==> src/rtc_pkg.sv <==
// Purpose: Shared constants and types of the real-time counter block
// Assumes: Byte-wide register port, one peripheral clock
// Notes:   Offsets are byte addresses on the register port
package rtc_pkg;

	// ----------------------------------------------------------------
	// Register offsets
	// ----------------------------------------------------------------
	localparam logic [7:0] OFS_CONTROL    = 8'h00;
	localparam logic [7:0] OFS_STATUS     = 8'h01;
	localparam logic [7:0] OFS_FLAGS      = 8'h03;
	localparam logic [7:0] OFS_TEMP       = 8'h04;
	localparam logic [7:0] OFS_CORRECTION = 8'h06;
	localparam logic [7:0] OFS_SOURCE     = 8'h07;
	localparam logic [7:0] OFS_COUNT_LO   = 8'h08;
	localparam logic [7:0] OFS_COUNT_HI   = 8'h09;
	localparam logic [7:0] OFS_LIMIT_LO   = 8'h0a;
	localparam logic [7:0] OFS_LIMIT_HI   = 8'h0b;
	localparam logic [7:0] OFS_MATCH_LO   = 8'h0c;
	localparam logic [7:0] OFS_MATCH_HI   = 8'h0d;
	localparam logic [7:0] OFS_TICK_CTRL  = 8'h10;
	localparam logic [7:0] OFS_TICK_STATE = 8'h11;
	localparam logic [7:0] OFS_TICK_IRQEN = 8'h12;
	localparam logic [7:0] OFS_TICK_FLAG  = 8'h13;
	localparam logic [7:0] OFS_TICK_DEBUG = 8'h15;

	// ----------------------------------------------------------------
	// Field positions
	// ----------------------------------------------------------------
	localparam int CTL_ENABLE_BIT  = 0;
	localparam int CTL_CORR_BIT    = 2;
	localparam int CTL_PRESC_LSB   = 3;
	localparam int CORR_SIGN_BIT   = 7;
	localparam int TICK_ENABLE_BIT = 0;
	localparam int TICK_CODE_LSB   = 3;
	localparam int FLAG_WRAP_BIT   = 0;
	localparam int FLAG_MATCH_BIT  = 1;

	// Sync channels; CH_CTRL to CH_LIMIT are also the status bit positions, CH_TICK is bit 0 at OFS_TICK_STATE
	localparam int CH_CTRL  = 0;
	localparam int CH_COUNT = 1;
	localparam int CH_LIMIT = 2;
	localparam int CH_TICK  = 3;
	localparam int CH_NUM   = 4;

	// ----------------------------------------------------------------
	// Reset values and timing
	// ----------------------------------------------------------------
	localparam logic [7:0]  BYTE_RESET  = 8'h00;
	localparam logic [15:0] COUNT_RESET = 16'h0000;
	localparam logic [15:0] LIMIT_RESET = 16'hffff;
	localparam logic [15:0] MATCH_RESET = 16'h0000;
	localparam logic [3:0]  TICK_RESERVED = 4'hf;
	localparam logic [1:0]  SYNC_LAST   = 2'h1;   // two ticks: ages 0 and 1
	localparam logic [19:0] PPM_WINDOW  = 20'd1000000;
	localparam logic [4:0]  TAP_LAST    = 5'h1f;  // 32768 Hz / 32 = 1024 Hz
	localparam int          CLK_HZ      = 25000000;

	typedef enum logic [1:0] {
		SRC_INTERNAL = 2'h0,
		SRC_KHZ_TAP  = 2'h1,
		SRC_CRYSTAL  = 2'h2,
		SRC_EXTERNAL = 2'h3
	} source_t;

	typedef struct packed {
		logic       wr;
		logic       rd;
		logic [7:0] addr;
		logic [7:0] wdata;
	} bus_req_t;

endpackage : rtc_pkg

==> src/rtc_counter.sv <==
// Purpose: Real-time counter with crystal correction and tick timer
// Assumes: Timekeeping sources arrive as slow pins, sampled on clk
// Notes:   Timekeeping "cycles" are rising edges of the chosen source
//
// Added by the designer: the address-and-strobe port.
`timescale 1ns/1ps
`default_nettype none

module rtc_counter (
	input  wire logic             clk,
	input  wire logic             srst,
	input  wire rtc_pkg::bus_req_t bus,
	output logic [7:0]            rd_data,
	input  wire logic             osc_slow_pin,
	input  wire logic             crystal_pin,
	input  wire logic             ext_clock_pin,
	input  wire logic             debug_halt,
	output logic                  tick_irq
);

	function automatic logic [15:0] pow2_mask(input logic [4:0] n);
		pow2_mask = (16'h0001 << n) - 16'h0001;
	endfunction : pow2_mask

	// ----------------------------------------------------------------
	// Source pins: two-stage synchronisers and edge detect
	// ----------------------------------------------------------------
	logic [2:0] pin_raw;
	logic [2:0] pin_meta_q;
	logic [2:0] pin_sync_q;
	logic [2:0] pin_prev_q;
	logic [2:0] pin_rise;
	assign pin_raw = {ext_clock_pin, crystal_pin, osc_slow_pin};

	genvar gp;
	generate
		for (gp = 0; gp < 3; gp++) begin : g_pin
			always_ff @(posedge clk) begin
				if (srst) begin
					pin_meta_q[gp] <= 1'b0;
					pin_sync_q[gp] <= 1'b0;
					pin_prev_q[gp] <= 1'b0;
				end else begin
					pin_meta_q[gp] <= pin_raw[gp];
					pin_sync_q[gp] <= pin_meta_q[gp];
					pin_prev_q[gp] <= pin_sync_q[gp];
				end
			end
		end
	endgenerate
	assign pin_rise = pin_sync_q & ~pin_prev_q;

	// Kilohertz tap divides the internal oscillator by 32
	logic [4:0] tap_cnt_q;
	always_ff @(posedge clk) begin
		if (srst)
			tap_cnt_q <= 5'h00;
		else if (pin_rise[0])
			tap_cnt_q <= tap_cnt_q + 5'h01;
	end

	logic            [7:0] source_q;
	rtc_pkg::source_t      src_sel;
	logic                  rtc_tick;
	assign src_sel  = rtc_pkg::source_t'(source_q[1:0]);
	assign rtc_tick =
		(src_sel == rtc_pkg::SRC_INTERNAL) ? pin_rise[0] :
		(src_sel == rtc_pkg::SRC_KHZ_TAP)  ?
			(pin_rise[0] && tap_cnt_q == rtc_pkg::TAP_LAST) :
		(src_sel == rtc_pkg::SRC_CRYSTAL)  ? pin_rise[1] : pin_rise[2];

	// ----------------------------------------------------------------
	// Register port decode
	// ----------------------------------------------------------------
	logic [7:0] a;
	logic [7:0] wd;
	logic       wr_ctrl, wr_flags, wr_temp, wr_corr, wr_src;
	logic       wr_cnt_lo, wr_cnt_hi, wr_lim_lo, wr_lim_hi;
	logic       wr_mat_lo, wr_mat_hi, wr_tick, wr_irqen, wr_tflag, wr_dbg;
	logic       rd_cnt_lo, rd_lim_lo, rd_mat_lo;
	assign a         = bus.addr;
	assign wd        = bus.wdata;
	assign wr_ctrl   = bus.wr && a == rtc_pkg::OFS_CONTROL;
	assign wr_flags  = bus.wr && a == rtc_pkg::OFS_FLAGS;
	assign wr_temp   = bus.wr && a == rtc_pkg::OFS_TEMP;
	assign wr_corr   = bus.wr && a == rtc_pkg::OFS_CORRECTION;
	assign wr_src    = bus.wr && a == rtc_pkg::OFS_SOURCE;
	assign wr_cnt_lo = bus.wr && a == rtc_pkg::OFS_COUNT_LO;
	assign wr_cnt_hi = bus.wr && a == rtc_pkg::OFS_COUNT_HI;
	assign wr_lim_lo = bus.wr && a == rtc_pkg::OFS_LIMIT_LO;
	assign wr_lim_hi = bus.wr && a == rtc_pkg::OFS_LIMIT_HI;
	assign wr_mat_lo = bus.wr && a == rtc_pkg::OFS_MATCH_LO;
	assign wr_mat_hi = bus.wr && a == rtc_pkg::OFS_MATCH_HI;
	assign wr_tick   = bus.wr && a == rtc_pkg::OFS_TICK_CTRL;
	assign wr_irqen  = bus.wr && a == rtc_pkg::OFS_TICK_IRQEN;
	assign wr_tflag  = bus.wr && a == rtc_pkg::OFS_TICK_FLAG;
	assign wr_dbg    = bus.wr && a == rtc_pkg::OFS_TICK_DEBUG;
	assign rd_cnt_lo = bus.rd && a == rtc_pkg::OFS_COUNT_LO;
	assign rd_lim_lo = bus.rd && a == rtc_pkg::OFS_LIMIT_LO;
	assign rd_mat_lo = bus.rd && a == rtc_pkg::OFS_MATCH_LO;

	// ----------------------------------------------------------------
	// Plain registers and the shared temporary byte
	// ----------------------------------------------------------------
	logic [7:0]  ctrl_sh_q, ctrl_q, corr_q, tick_sh_q, tick_q;
	logic [7:0]  temp_q, irqen_q, dbg_q;
	logic [15:0] cnt_sh_q, lim_sh_q, cnt_q, lim_q, match_q;
	always_ff @(posedge clk) begin
		if (srst) begin
			ctrl_sh_q <= rtc_pkg::BYTE_RESET;
			corr_q    <= rtc_pkg::BYTE_RESET;
			source_q  <= rtc_pkg::BYTE_RESET;
			tick_sh_q <= rtc_pkg::BYTE_RESET;
			irqen_q   <= rtc_pkg::BYTE_RESET;
			dbg_q     <= rtc_pkg::BYTE_RESET;
			temp_q    <= rtc_pkg::BYTE_RESET;
			cnt_sh_q  <= rtc_pkg::COUNT_RESET;
			lim_sh_q  <= rtc_pkg::LIMIT_RESET;
			match_q   <= rtc_pkg::MATCH_RESET;
		end else begin
			if (wr_ctrl)  ctrl_sh_q <= wd;
			if (wr_corr)  corr_q    <= wd;
			if (wr_src)   source_q  <= {6'h00, wd[1:0]};
			if (wr_tick)  tick_sh_q <= wd & 8'h79;
			if (wr_irqen) irqen_q   <= {7'h00, wd[0]};
			if (wr_dbg)   dbg_q     <= {7'h00, wd[0]};
			// Low-byte writes park in temp; reads of a low byte fetch high
			if (wr_temp || wr_cnt_lo || wr_lim_lo || wr_mat_lo)
				temp_q <= wd;
			else if (rd_cnt_lo)
				temp_q <= cnt_q[15:8];
			else if (rd_lim_lo)
				temp_q <= lim_sh_q[15:8];
			else if (rd_mat_lo)
				temp_q <= match_q[15:8];
			if (wr_cnt_hi) cnt_sh_q <= {wd, temp_q};
			if (wr_lim_hi) lim_sh_q <= {wd, temp_q};
			if (wr_mat_hi) match_q  <= {wd, temp_q};
		end
	end

	// ----------------------------------------------------------------
	// Synchronisation into the timekeeping ticks
	// ----------------------------------------------------------------
	// A new write restarts its channel; software is expected to wait.
	logic [rtc_pkg::CH_NUM-1:0] sync_start, sync_busy_q, sync_done;
	logic [1:0]                 sync_age_q [rtc_pkg::CH_NUM];
	assign sync_start = {wr_tick, wr_lim_hi, wr_cnt_hi, wr_ctrl};

	genvar gs;
	generate
		for (gs = 0; gs < rtc_pkg::CH_NUM; gs++) begin : g_sync
			assign sync_done[gs] = sync_busy_q[gs] && rtc_tick &&
				sync_age_q[gs] == rtc_pkg::SYNC_LAST;
			always_ff @(posedge clk) begin
				if (srst) begin
					sync_busy_q[gs] <= 1'b0;
					sync_age_q[gs]  <= 2'h0;
				end else if (sync_start[gs]) begin
					sync_busy_q[gs] <= 1'b1;
					sync_age_q[gs]  <= 2'h0;
				end else if (sync_done[gs]) begin
					sync_busy_q[gs] <= 1'b0;
				end else if (sync_busy_q[gs] && rtc_tick) begin
					sync_age_q[gs]  <= sync_age_q[gs] + 2'h1;
				end
			end
		end
	endgenerate

	// ----------------------------------------------------------------
	// Prescaler with correction
	// ----------------------------------------------------------------
	logic        run_en, corr_en, corr_fast;
	logic [3:0]  presc_code;
	logic [15:0] presc_mask;
	logic [14:0] presc_q;
	logic [19:0] acc_q;
	logic [19:0] acc_sum;
	logic        corr_now;
	logic [15:0] presc_add, presc_sum;
	logic        count_step;
	assign run_en     = ctrl_q[rtc_pkg::CTL_ENABLE_BIT];
	assign corr_en    = ctrl_q[rtc_pkg::CTL_CORR_BIT];
	assign corr_fast  = corr_q[rtc_pkg::CORR_SIGN_BIT];
	assign presc_code = ctrl_q[rtc_pkg::CTL_PRESC_LSB +: 4];
	assign presc_mask = pow2_mask({1'b0, presc_code});
	assign acc_sum    = acc_q + {13'h0000, corr_q[6:0]};
	assign corr_now   = rtc_tick && run_en && corr_en &&
		acc_sum >= rtc_pkg::PPM_WINDOW;
	// One source cycle is dropped (slower) or doubled (faster)
	assign presc_add  = !corr_now ? 16'h0001 :
		corr_fast ? 16'h0002 : 16'h0000;
	assign presc_sum  = {1'b0, presc_q} + presc_add;
	assign count_step = rtc_tick && run_en && presc_sum > presc_mask;

	always_ff @(posedge clk) begin
		if (srst) begin
			ctrl_q  <= rtc_pkg::BYTE_RESET;
			presc_q <= 15'h0000;
			acc_q   <= 20'h00000;
		end else begin
			if (sync_done[rtc_pkg::CH_CTRL])
				ctrl_q <= ctrl_sh_q;
			if (rtc_tick && run_en)
				presc_q <= count_step ?
					presc_sum[14:0] - presc_mask[14:0] - 15'h0001 :
					presc_sum[14:0];
			if (!corr_en)
				acc_q <= 20'h00000;
			else if (rtc_tick && run_en)
				acc_q <= corr_now ? acc_sum - rtc_pkg::PPM_WINDOW : acc_sum;
		end
	end

	// ----------------------------------------------------------------
	// Counter, limit and event flags
	// ----------------------------------------------------------------
	logic        wrap_evt, match_evt;
	logic [15:0] cnt_next;
	logic [1:0]  flags_q, flags_d, flags_set;
	assign wrap_evt  = count_step && cnt_q == lim_q;
	assign cnt_next  = wrap_evt ? 16'h0000 : cnt_q + 16'h0001;
	assign match_evt = count_step && cnt_next == match_q;
	assign flags_set = {match_evt, wrap_evt};
	// Set wins over a same-cycle write-one clear
	assign flags_d   = (flags_q & ~(wr_flags ? wd[1:0] : 2'b00)) | flags_set;

	always_ff @(posedge clk) begin
		if (srst) begin
			cnt_q   <= rtc_pkg::COUNT_RESET;
			lim_q   <= rtc_pkg::LIMIT_RESET;
			flags_q <= 2'b00;
		end else begin
			if (sync_done[rtc_pkg::CH_COUNT])
				cnt_q <= cnt_sh_q;
			else if (count_step)
				cnt_q <= cnt_next;
			if (sync_done[rtc_pkg::CH_LIMIT])
				lim_q <= lim_sh_q;
			flags_q <= flags_d;
		end
	end

	// ----------------------------------------------------------------
	// Periodic tick timer
	// ----------------------------------------------------------------
	logic        tick_en, tick_halted, tick_run, tick_evt;
	logic [3:0]  tick_code;
	logic [15:0] tick_mask;
	logic [14:0] tick_cnt_q;
	logic        tflag_q, tflag_d;
	assign tick_en     = tick_q[rtc_pkg::TICK_ENABLE_BIT];
	assign tick_code   = tick_q[rtc_pkg::TICK_CODE_LSB +: 4];
	assign tick_halted = debug_halt && !dbg_q[0];
	assign tick_run    = tick_en && tick_code != 4'h0 &&
		tick_code != rtc_pkg::TICK_RESERVED;
	assign tick_mask   = pow2_mask({1'b0, tick_code} + 5'h01);
	assign tick_evt    = rtc_tick && tick_run && !tick_halted &&
		(tick_cnt_q & tick_mask[14:0]) == tick_mask[14:0];
	assign tflag_d     = (tflag_q && !(wr_tflag && wd[0])) || tick_evt;

	always_ff @(posedge clk) begin
		if (srst) begin
			tick_q     <= rtc_pkg::BYTE_RESET;
			tick_cnt_q <= 15'h0000;
			tflag_q    <= 1'b0;
			tick_irq   <= 1'b0;
		end else begin
			if (sync_done[rtc_pkg::CH_TICK])
				tick_q <= tick_sh_q;
			if (!tick_run)
				tick_cnt_q <= 15'h0000;
			else if (rtc_tick && !tick_halted)
				tick_cnt_q <= tick_cnt_q + 15'h0001;
			tflag_q  <= tflag_d;
			tick_irq <= tflag_d && irqen_q[0];
		end
	end

	// ----------------------------------------------------------------
	// Read data, one cycle after the read strobe
	// ----------------------------------------------------------------
	logic [7:0] rd_mux;
	assign rd_mux =
		(a == rtc_pkg::OFS_CONTROL)    ? ctrl_sh_q :
		(a == rtc_pkg::OFS_STATUS)     ? {5'h00, sync_busy_q[2:0]} :
		(a == rtc_pkg::OFS_FLAGS)      ? {6'h00, flags_q} :
		(a == rtc_pkg::OFS_TEMP)       ? temp_q :
		(a == rtc_pkg::OFS_CORRECTION) ? corr_q :
		(a == rtc_pkg::OFS_SOURCE)     ? source_q :
		(a == rtc_pkg::OFS_COUNT_LO)   ? cnt_q[7:0] :
		(a == rtc_pkg::OFS_LIMIT_LO)   ? lim_sh_q[7:0] :
		(a == rtc_pkg::OFS_MATCH_LO)   ? match_q[7:0] :
		(a == rtc_pkg::OFS_COUNT_HI || a == rtc_pkg::OFS_LIMIT_HI ||
		 a == rtc_pkg::OFS_MATCH_HI)   ? temp_q :
		(a == rtc_pkg::OFS_TICK_CTRL)  ? tick_sh_q :
		(a == rtc_pkg::OFS_TICK_STATE) ?
			{7'h00, sync_busy_q[rtc_pkg::CH_TICK]} :
		(a == rtc_pkg::OFS_TICK_IRQEN) ? irqen_q :
		(a == rtc_pkg::OFS_TICK_FLAG)  ? {7'h00, tflag_q} :
		(a == rtc_pkg::OFS_TICK_DEBUG) ? dbg_q : 8'h00;

	always_ff @(posedge clk) begin
		if (srst)
			rd_data <= 8'h00;
		else
			rd_data <= bus.rd ? rd_mux : 8'h00;
	end
endmodule : rtc_counter

`default_nettype wire

==> config.mk <==
export PLATFORM = sky130hd
export DESIGN_NAME = rtc_counter
export DESIGN_NICKNAME = d
export VERILOG_FILES = /design/src/rtc_pkg.sv /design/src/rtc_counter.sv
export SDC_FILE = /design/constraint.sdc
export NUM_CORES = 1
export LEC_CHECK = 0
export BUFFER_PORTS_ARGS = -buffer_cell sky130_fd_sc_hd__buf_2
export CORE_MARGIN = 2
export CORE_UTILIZATION = 40
export CTS_CLUSTER_DIAMETER = 30
export DETAILED_ROUTE_END_ITERATION = 7
export RECOVER_POWER = 100
export SYNTH_ARGS = -nofsm -noshare
export SYNTH_HDL_FRONTEND = slang
export SYNTH_SLANG_ARGS = --single-unit
==> constraint.sdc <==
create_clock -name clk -period 7.7 [get_ports clk]
set_input_delay 0.77 -clock clk [delete_from_list [all_inputs] [get_ports clk]]
set_output_delay 0.77 -clock clk [all_outputs]
set_load 0.02 [all_outputs]
==> metrics.md, run 1 <==
| Metric | Value |
|---|---|
| GR Overflow Total | 0 |
| Starting density of the core | approximately 41% |
| Hold crit path type | input port to register |
| Global-route wire length before repair | 57.3 mm |
| Layout cell share with drive strength beyond 1 | a little under an eighth |
| Max-slew violation count | 96 |
| Most used cells in the layout excluding fill and tap cells | dfxtp_1, nand2_1, nor2_1 |
| Iteration count of the initial detailed-routing pass | 7 |
| Routed wirelength normalized by instance count | 17.8 µm |
| RSZ-0062 raised after global routing | no |
| TritonCTS clock tree | yes |
| Clk network pwr share | between 60% and 70% |
| Gate Count Post-Synth | between 1500 and 2000 |
| Launching element of the worst setup path | corr_q[0] |
| Outcome | finished with violations |
| Post-layout net count | ~1600 |
| Count of yosys warnings during synthesis | 0 |
| I/O pin count | 33 |
| Class of the most critical setup path | register to register |
| WP buf/inv | 1 |
| Arr. time, crit path | roughly 7.7 ns |
| Register share of total power | 32.0% |
| Fin crit share | slightly above 90% |
| Area of the multi-input gates | a little under 8000 µm² |
| Post-detailed-routing wire length | around 36 mm |
| Sw Share | ~23% |
| Most used cell, CP | ha_1 |
| FILL cells | roughly 3000 |
| Routed Antenna Nets | 0 |
| Cell variety after synth | 100 |
| Max-slew headroom at the worst pin | -22.6% |
| Area Overhead vs Synth | 18.2% |
| Detailed router's first-iteration violation count | approximately 1100 |
| CP Data Required Time | around 8 ns |
| Overall Global Routing Usage | a little over a fifth |
| Number of enable flip-flop cells after synthesis | 8 |
| Clock skew | around 0.032 ns |
| Maximum level of the CTS H-tree | 2 |
| Area contributors post-synth | dfxtp_1, nand2_1, nor2_1 |
| Register Area | between 4000 and 5000 µm² |
| Number of placement rows | 64 |
| Total clock buffers created by CTS | 54 |
| Via density per instance | roughly 5.7 |
| Final period demand of the worst path | about 7.2 ns |
| Violations in the final reports | capacitance limit, slew limit |
| Pin count of the biggest net entering global routing | approximately 70 |
| Flip-flop cell with the highest count after synthesis | dfxtp_1 |
| Part of the power in combinational logic | under 10% |
| Number of buffers between clock root and the deepest sink | 3 |
| Highest clock frequency the design can meet | ~0.14 GHz |
| Die X-Extent | 181 µm |
| Total negative slack for setup checks | 0 ns |
| Global placer's final weighted congestion | slightly above 0.9 |
| Flip-flop and latch count after synthesis | around 210 |
| Worst path slowest cell | or4_1 |
| Final setup slack of the worst path | 0.511 ns |
| Maximum VDD drop | approximately 0.17 mV |
| Internal Power | 2.69 mW |
| Hold Fails Final Rpt | 0 |
| Max_cap viols | 4 |
| Max FO, Critical Path | 6 |
| Worst stage delay on the critical path | 0.53 ns |
| Quantity of I/O buffers inserted on ports | 32 |
| Leakage power total | approximately 5.3 nW |
| Critical path startpoint category | register |
| Share of flip-flops with an asynchronous set or reset after synthesis | 0% |
| Clock latency on the worst-skew pair | approximately 0.57 ns |
| Antenna Cells | 0 |
| Height of the die | ~180 µm |
| Residual DRC | 0 |
| Number of global-route vias before repair | 10800 |
| Syn Area/Cell | 8.05 µm² |
| CP top delay family | simple AND/OR/NAND/NOR gates |
| Beginning of the worst register-to-register path | corr_q[0] |
| Count of clock tree sinks | between 200 and 250 |
| Area of the die | around 33000 µm² |
| Antenna violations before repair | 0 |
| Detailed-placement wirelength estimate | around 24 mm |
| Crit. End Element | register |
| Synth area leader | dfxtp_1 |
| Root cell of the clock tree | clkbuf_16 |
| Switching power total | between 0.8 and 0.9 mW |
| Leading cell type in the layout, fill and taps excluded | dfxtp_1 |
| Core Region | between 30000 and 40000 µm² |
| Sequential element share of the synthesized area | approximately a third |
| Mapped cell area | between 10000 and 15000 µm² |
| Worst Min Path Start | crystal_pin |
| Total number of vias | roughly 11000 |
| Portion of synthesized cell area occupied by the leading cell type | 32.5% |
| Power density relative to cell area | 235 nW/µm² |
| Measured slew at the worst slew-check pin | 1.81 ns |
| Placement Setup Slack | between 0.02 and 0.03 ns |
| Setup violators final | 0 |
| Clock transition at the registers of the reported paths | approximately 0.05 ns |
-- timing repair --
action                                  in CTS  in global routing
hold buffers                                 0                  0
endpoints found under the setup margin       2                 32
gates resized for setup                      2                 12
buffers inserted                             0                  7
hold endpoints to repair                     0                  0
pin swaps                                    0                  3
-- final cells by class --
cell class / count / share of cell area [%]
Inverter: 47 / 1.19
Sequential cell: 212 / 29.1
Clock inverter: 40 / 3.08
Timing Repair Buffer: 53 / 1.99
Clock buffer: 61 / 9.62
Tap cell: 396 / 3.33
Multi-Input combinational cell: 1205 / 51.7
-- through the flow --
stage | hold slack, ns | instance area (µm²) | utilization [%] | power (mW) | std cells
finish | 0.414 | 14900 | 48.3 | 3.50 | 2014
global route | 0.408 | 14900 | 48.3 | 3.60 | 2014
CTS | 0.388 | 14800 | 48.2 | 3.53 | 2007
detailed placement | 0.423 | 12900 | 42.1 | 1.22 | 1906
global placement | 0.429 | 12900 | 42.1 | 1.22 | 1906
floorplan | 0.414 | 12600 | - | 1.19 | 1563
-- cells by family (layout without fill, tap and decap cells) --
kind of cell	count (synthesis)	in the layout	share of synthesized area, %
AOI/OAI and AO/OA	406	406	22.0
adders and majority gates	42	42	4.34
and+or+nand+nor	621	621	24.4
xor gates and xnor gates	86	86	6.11
muxes	48	48	3.90
buffers and inverters	146	201	4.74
DFF	212	212	34.4
other	1	2	0.0298
-- power groups by stage --
stage / clock (mW) / sequential (mW) / combinational [mW]
floorplan: 0 / 1.14 / 0.0490
global placement: 0 / 1.14 / 0.0769
detailed placement: 0 / 1.14 / 0.0775
CTS: 2.34 / 1.12 / 0.0777
global route: 2.39 / 1.12 / 0.0852
finish: 2.30 / 1.12 / 0.0785
-- sequential cells by signal, indices dropped and copies added (netlist names), 2 cells and up --
register     count
acc_q           20
cnt_q           16
cnt_sh_q        16
corr_q           8
ctrl_q           6
ctrl_sh_q        8
flags_q          2
lim_q           16
lim_sh_q        16
match_q         16
pin_meta_q       3
pin_prev_q       3
pin_sync_q       3
presc_q         15
rd_data          8
source_q         2
sync_age_q       8
sync_busy_q      4
tap_cnt_q        5
temp_q           8
tick_cnt_q      15
tick_q           5
tick_sh_q        5
-- worst register-to-register path, delay by kind of cell, from the launching register on --
family | cells | cell delay, ns
xor+xnor | 1 | 0.24
simple gates | 15 | 3.23
compound gates | 10 | 1.91
flops | 1 | 0.36
fa+ha+maj | 5 | 1.25
buf+inv | 1 | 0.06
-- path summary, 6_finish.rpt --
kind | to | slack [ns] | depth (start not counted)
hold reg to reg | pin_sync_q[2] | 0.43 | 1
setup / recovery | flags_q[1] | 0.51 | 32
hold / removal | pin_meta_q[1] | 0.41 | 2
setup reg to reg | flags_q[1] | 0.51 | 32
-- Yosys cell counts (5+ instances only) --
library cell / count
o211ai_1: 8
a311oi_1: 9
xnor2_1: 37
nor3_1: 22
nor3b_1: 5
or3_1: 13
nand2b_1: 16
nor2b_1: 52
or2_2: 7
mux2_2: 8
nand4_1: 15
a222oi_1: 8
edfxtp_1: 8
o21ai_0: 62
a211oi_1: 29
dfxtp_1: 204
clkbuf_1: 83
nor2_1: 163
a2111oi_0: 9
a22oi_1: 17
a21o_1: 19
xor2_1: 47
nor4_1: 18
or4_1: 6
buf_1: 5
o21a_1: 8
and3_1: 20
ha_1: 38
mux2i_1: 40
a221oi_1: 6
nand3b_1: 5
o31ai_1: 8
nand2_1: 181
a41oi_1: 10
a211o_1: 34
o22ai_1: 6
a31oi_1: 9
nand3_1: 59
inv_1: 46
a21oi_1: 115
and2_1: 7
-- metal layers --
| layer | routed length [µm] | vias to the layer above | track usage, % |
|---|---|---|---|
| met3 | 1880 | 91 | 3.35 |
| met4 | 1220 | 0 | 8.49 |
| met5 | 0 | - | 0 |
| li1 | - | 5669 | - |
| met1 | 16200 | 5389 | 28.0 |
| met2 | 16500 | 321 | 35.0 |
(Power assumes the default switching activity.)
==> inputs of run 2 (changes only) <==
--- a/config.mk
+++ b/config.mk
@@ -10,7 +10,6 @@
 export CORE_UTILIZATION = 40
 export CTS_CLUSTER_DIAMETER = 30
 export DETAILED_ROUTE_END_ITERATION = 7
-export RECOVER_POWER = 100
 export SYNTH_ARGS = -nofsm -noshare
 export SYNTH_HDL_FRONTEND = slang
 export SYNTH_SLANG_ARGS = --single-unit
==> metrics.md, run 2 (synthesized netlist as in run 1, its figures left out) <==
| Metric | Value |
|---|---|
| Max-slew headroom at the worst pin | 23.1% |
| Residual DRC | 0 |
| Most used cell, CP | ha_1 |
| Height of the die | around 180 µm |
| Cts hold-fix bufs | 0 |
| Root cell of the clock tree | clkbuf_16 |
| Top reg by flops | acc_q |
| Max_cap viols | 0 |
| Class of the most critical setup path | register to register |
| Global-route met2 utilization | between 30% and 40% |
| Detailed router's first-iteration violation count | 983 |
| Outcome | complete, no violations |
| Highest clock frequency the design can meet | between 0.1 and 0.15 GHz |
| Detailed-placement wirelength estimate | around 24 mm |
| Maximum level of the CTS H-tree | 2 |
| Antenna Cells | 0 |
| Final standard cell count with taps included and fillers excluded | between 2000 and 2500 |
| Global placer's final weighted congestion | about 0.9 |
| Final total power | 3.50 mW |
| Total clock buffers created by CTS | between 50 and 60 |
| Number of placement rows | 64 |
| Count of clock tree sinks | 212 |
| Worst path slowest cell | or4_1 |
| Fin crit share | 93.3% |
| Crit. End Element | register |
| Quantity of I/O buffers inserted on ports | 32 |
| Core Region | slightly above 30000 µm² |
| CP top delay family | simple AND/OR/NAND/NOR gates |
| Post-Place Cells | approximately 1900 |
| Arr. time, crit path | about 7.7 ns |
| Post-layout net count | roughly 1600 |
| Setup violators final | 0 |
| TritonCTS clock tree | yes |
| Die X-Extent | about 180 µm |
| Number of buffers between clock root and the deepest sink | 3 |
| Pin count of the biggest net entering global routing | a little over 70 |
| GR Overflow Total | 0 |
| Most used cells in the layout excluding fill and tap cells | dfxtp_1, nand2_1, nor2_1 |
| Overall Global Routing Usage | between 20% and 30% |
| Area Overhead vs Synth | 18.8% |
| Most used routing layer | met2 |
| Met1 Resource Use GR | between 20% and 30% |
| Iteration count of the initial detailed-routing pass | 8 |
| Max-slew violation count | 0 |
| Critical path startpoint category | register |
| Fin util | between 40% and 50% |
| Flip-flop count of the largest register, all copies and words added | 20 |
| Power density relative to cell area | around 230 nW/µm² |
| Area of the die | 32900 µm² |
| Clock skew | 0.0314 ns |
| Clock transition at the registers of the reported paths | ~0.050 ns |
| Starting density of the core | approximately two fifths |
| Maximum VDD drop | between 0.15 and 0.2 mV |
| FILL cells | between 2000 and 3000 |
| Leading cell type in the layout, fill and taps excluded | dfxtp_1 |
| Layout cell share with drive strength beyond 1 | a little over an eighth |
| Measured slew at the worst slew-check pin | around 1.2 ns |
| Global-route wire length before repair | 57.3 mm |
| Met3 Track Usage GR | 3.35% |
| CP Data Required Time | 8.17 ns |
| Routed Antenna Nets | 0 |
| Worst stage delay on the critical path | between 0.5 and 0.6 ns |
| Routed wirelength normalized by instance count | 17.8 µm |
| Hold crit path type | input port to register |
| Hold Fails Final Rpt | 0 |
| Clock latency on the worst-skew pair | between 0.5 and 0.6 ns |
| Via density per instance | roughly 5.7 |
| I/O pin count | 33 |
| Leakage power total | 5.36 nW |
| Final period demand of the worst path | 7.19 ns |
| Number of global-route vias before repair | approximately 11000 |
| Total number of vias | ~11000 |
| Worst Hold Slack | roughly 0.41 ns |
| WP buf/inv | 1 |
| Max FO, Critical Path | 6 |
| Post-detailed-routing wire length | about 36 mm |
| Antenna violations before repair | 0 |
| Total negative slack for setup checks | 0 ns |
==> run 2: cell types whose count changed in the layout (fill, tap and decap cells not counted), moves of 2 or more <==
cell / change
clkbuf_1: -15
buf_2: +11
buf_4: +5
nor3_1: -2
nor3_2: +2
==> run 2: per-stage QoR <==
step,cell area (µm²),setup WS [ns]
2_1_floorplan,12600,0.994
3_3_place_gp,12900,0.365
3_5_place_dp,12900,0.0273
4_1_cts,14800,0.0466
5_1_grt,14900,-0.0110
6_report,14900,0.515
==> run 2: final timing paths <==
kind / slack, ns / cells past startpoint / from / endpoint
worst max-delay path: 0.51 / 32 / corr_q[0] / flags_q[1]
worst min-delay path: 0.41 / 2 / crystal_pin / pin_meta_q[1]
worst max register to register: 0.51 / 32 / corr_q[0] / flags_q[1]
worst min register to register: 0.43 / 1 / pin_meta_q[2] / pin_sync_q[2]
==> run 2: routing by layer <==
metal,vias to the layer above,routed length [µm]
met5,-,0
met4,0,1210
met2,324,16500
met1,5410,16000
li1,5667,-
met3,84,2030
==> run 2: where the power goes <==
part	switching [mW]	internal, mW	leakage (nW)	total [mW]
logic	0.0560	0.0236	2.72	0.0796
clock network	0.748	1.55	0.904	2.30
registers	0.00585	1.11	1.73	1.12
==> run 2: final cells by class <==
cell class / count / area (µm²) / area share, %
multi-input combinational: 1205 / 7720 / 51.7
sequential: 212 / 4320 / 29.0
clock buffer: 61 / 1430 / 9.58
tap: 396 / 495 / 3.32
clock inverter: 40 / 458 / 3.07
timing repair buffer: 53 / 324 / 2.17
inverter: 47 / 176 / 1.18
==> run 2: repair_timing <==
item / 4_1_cts / 5_1_grt
gates cloned: 0 / 0
buffers inserted: 0 / 7
endpoints found under the setup margin: 2 / 32
gates resized for setup: 2 / 12
pin swaps: 0 / 3
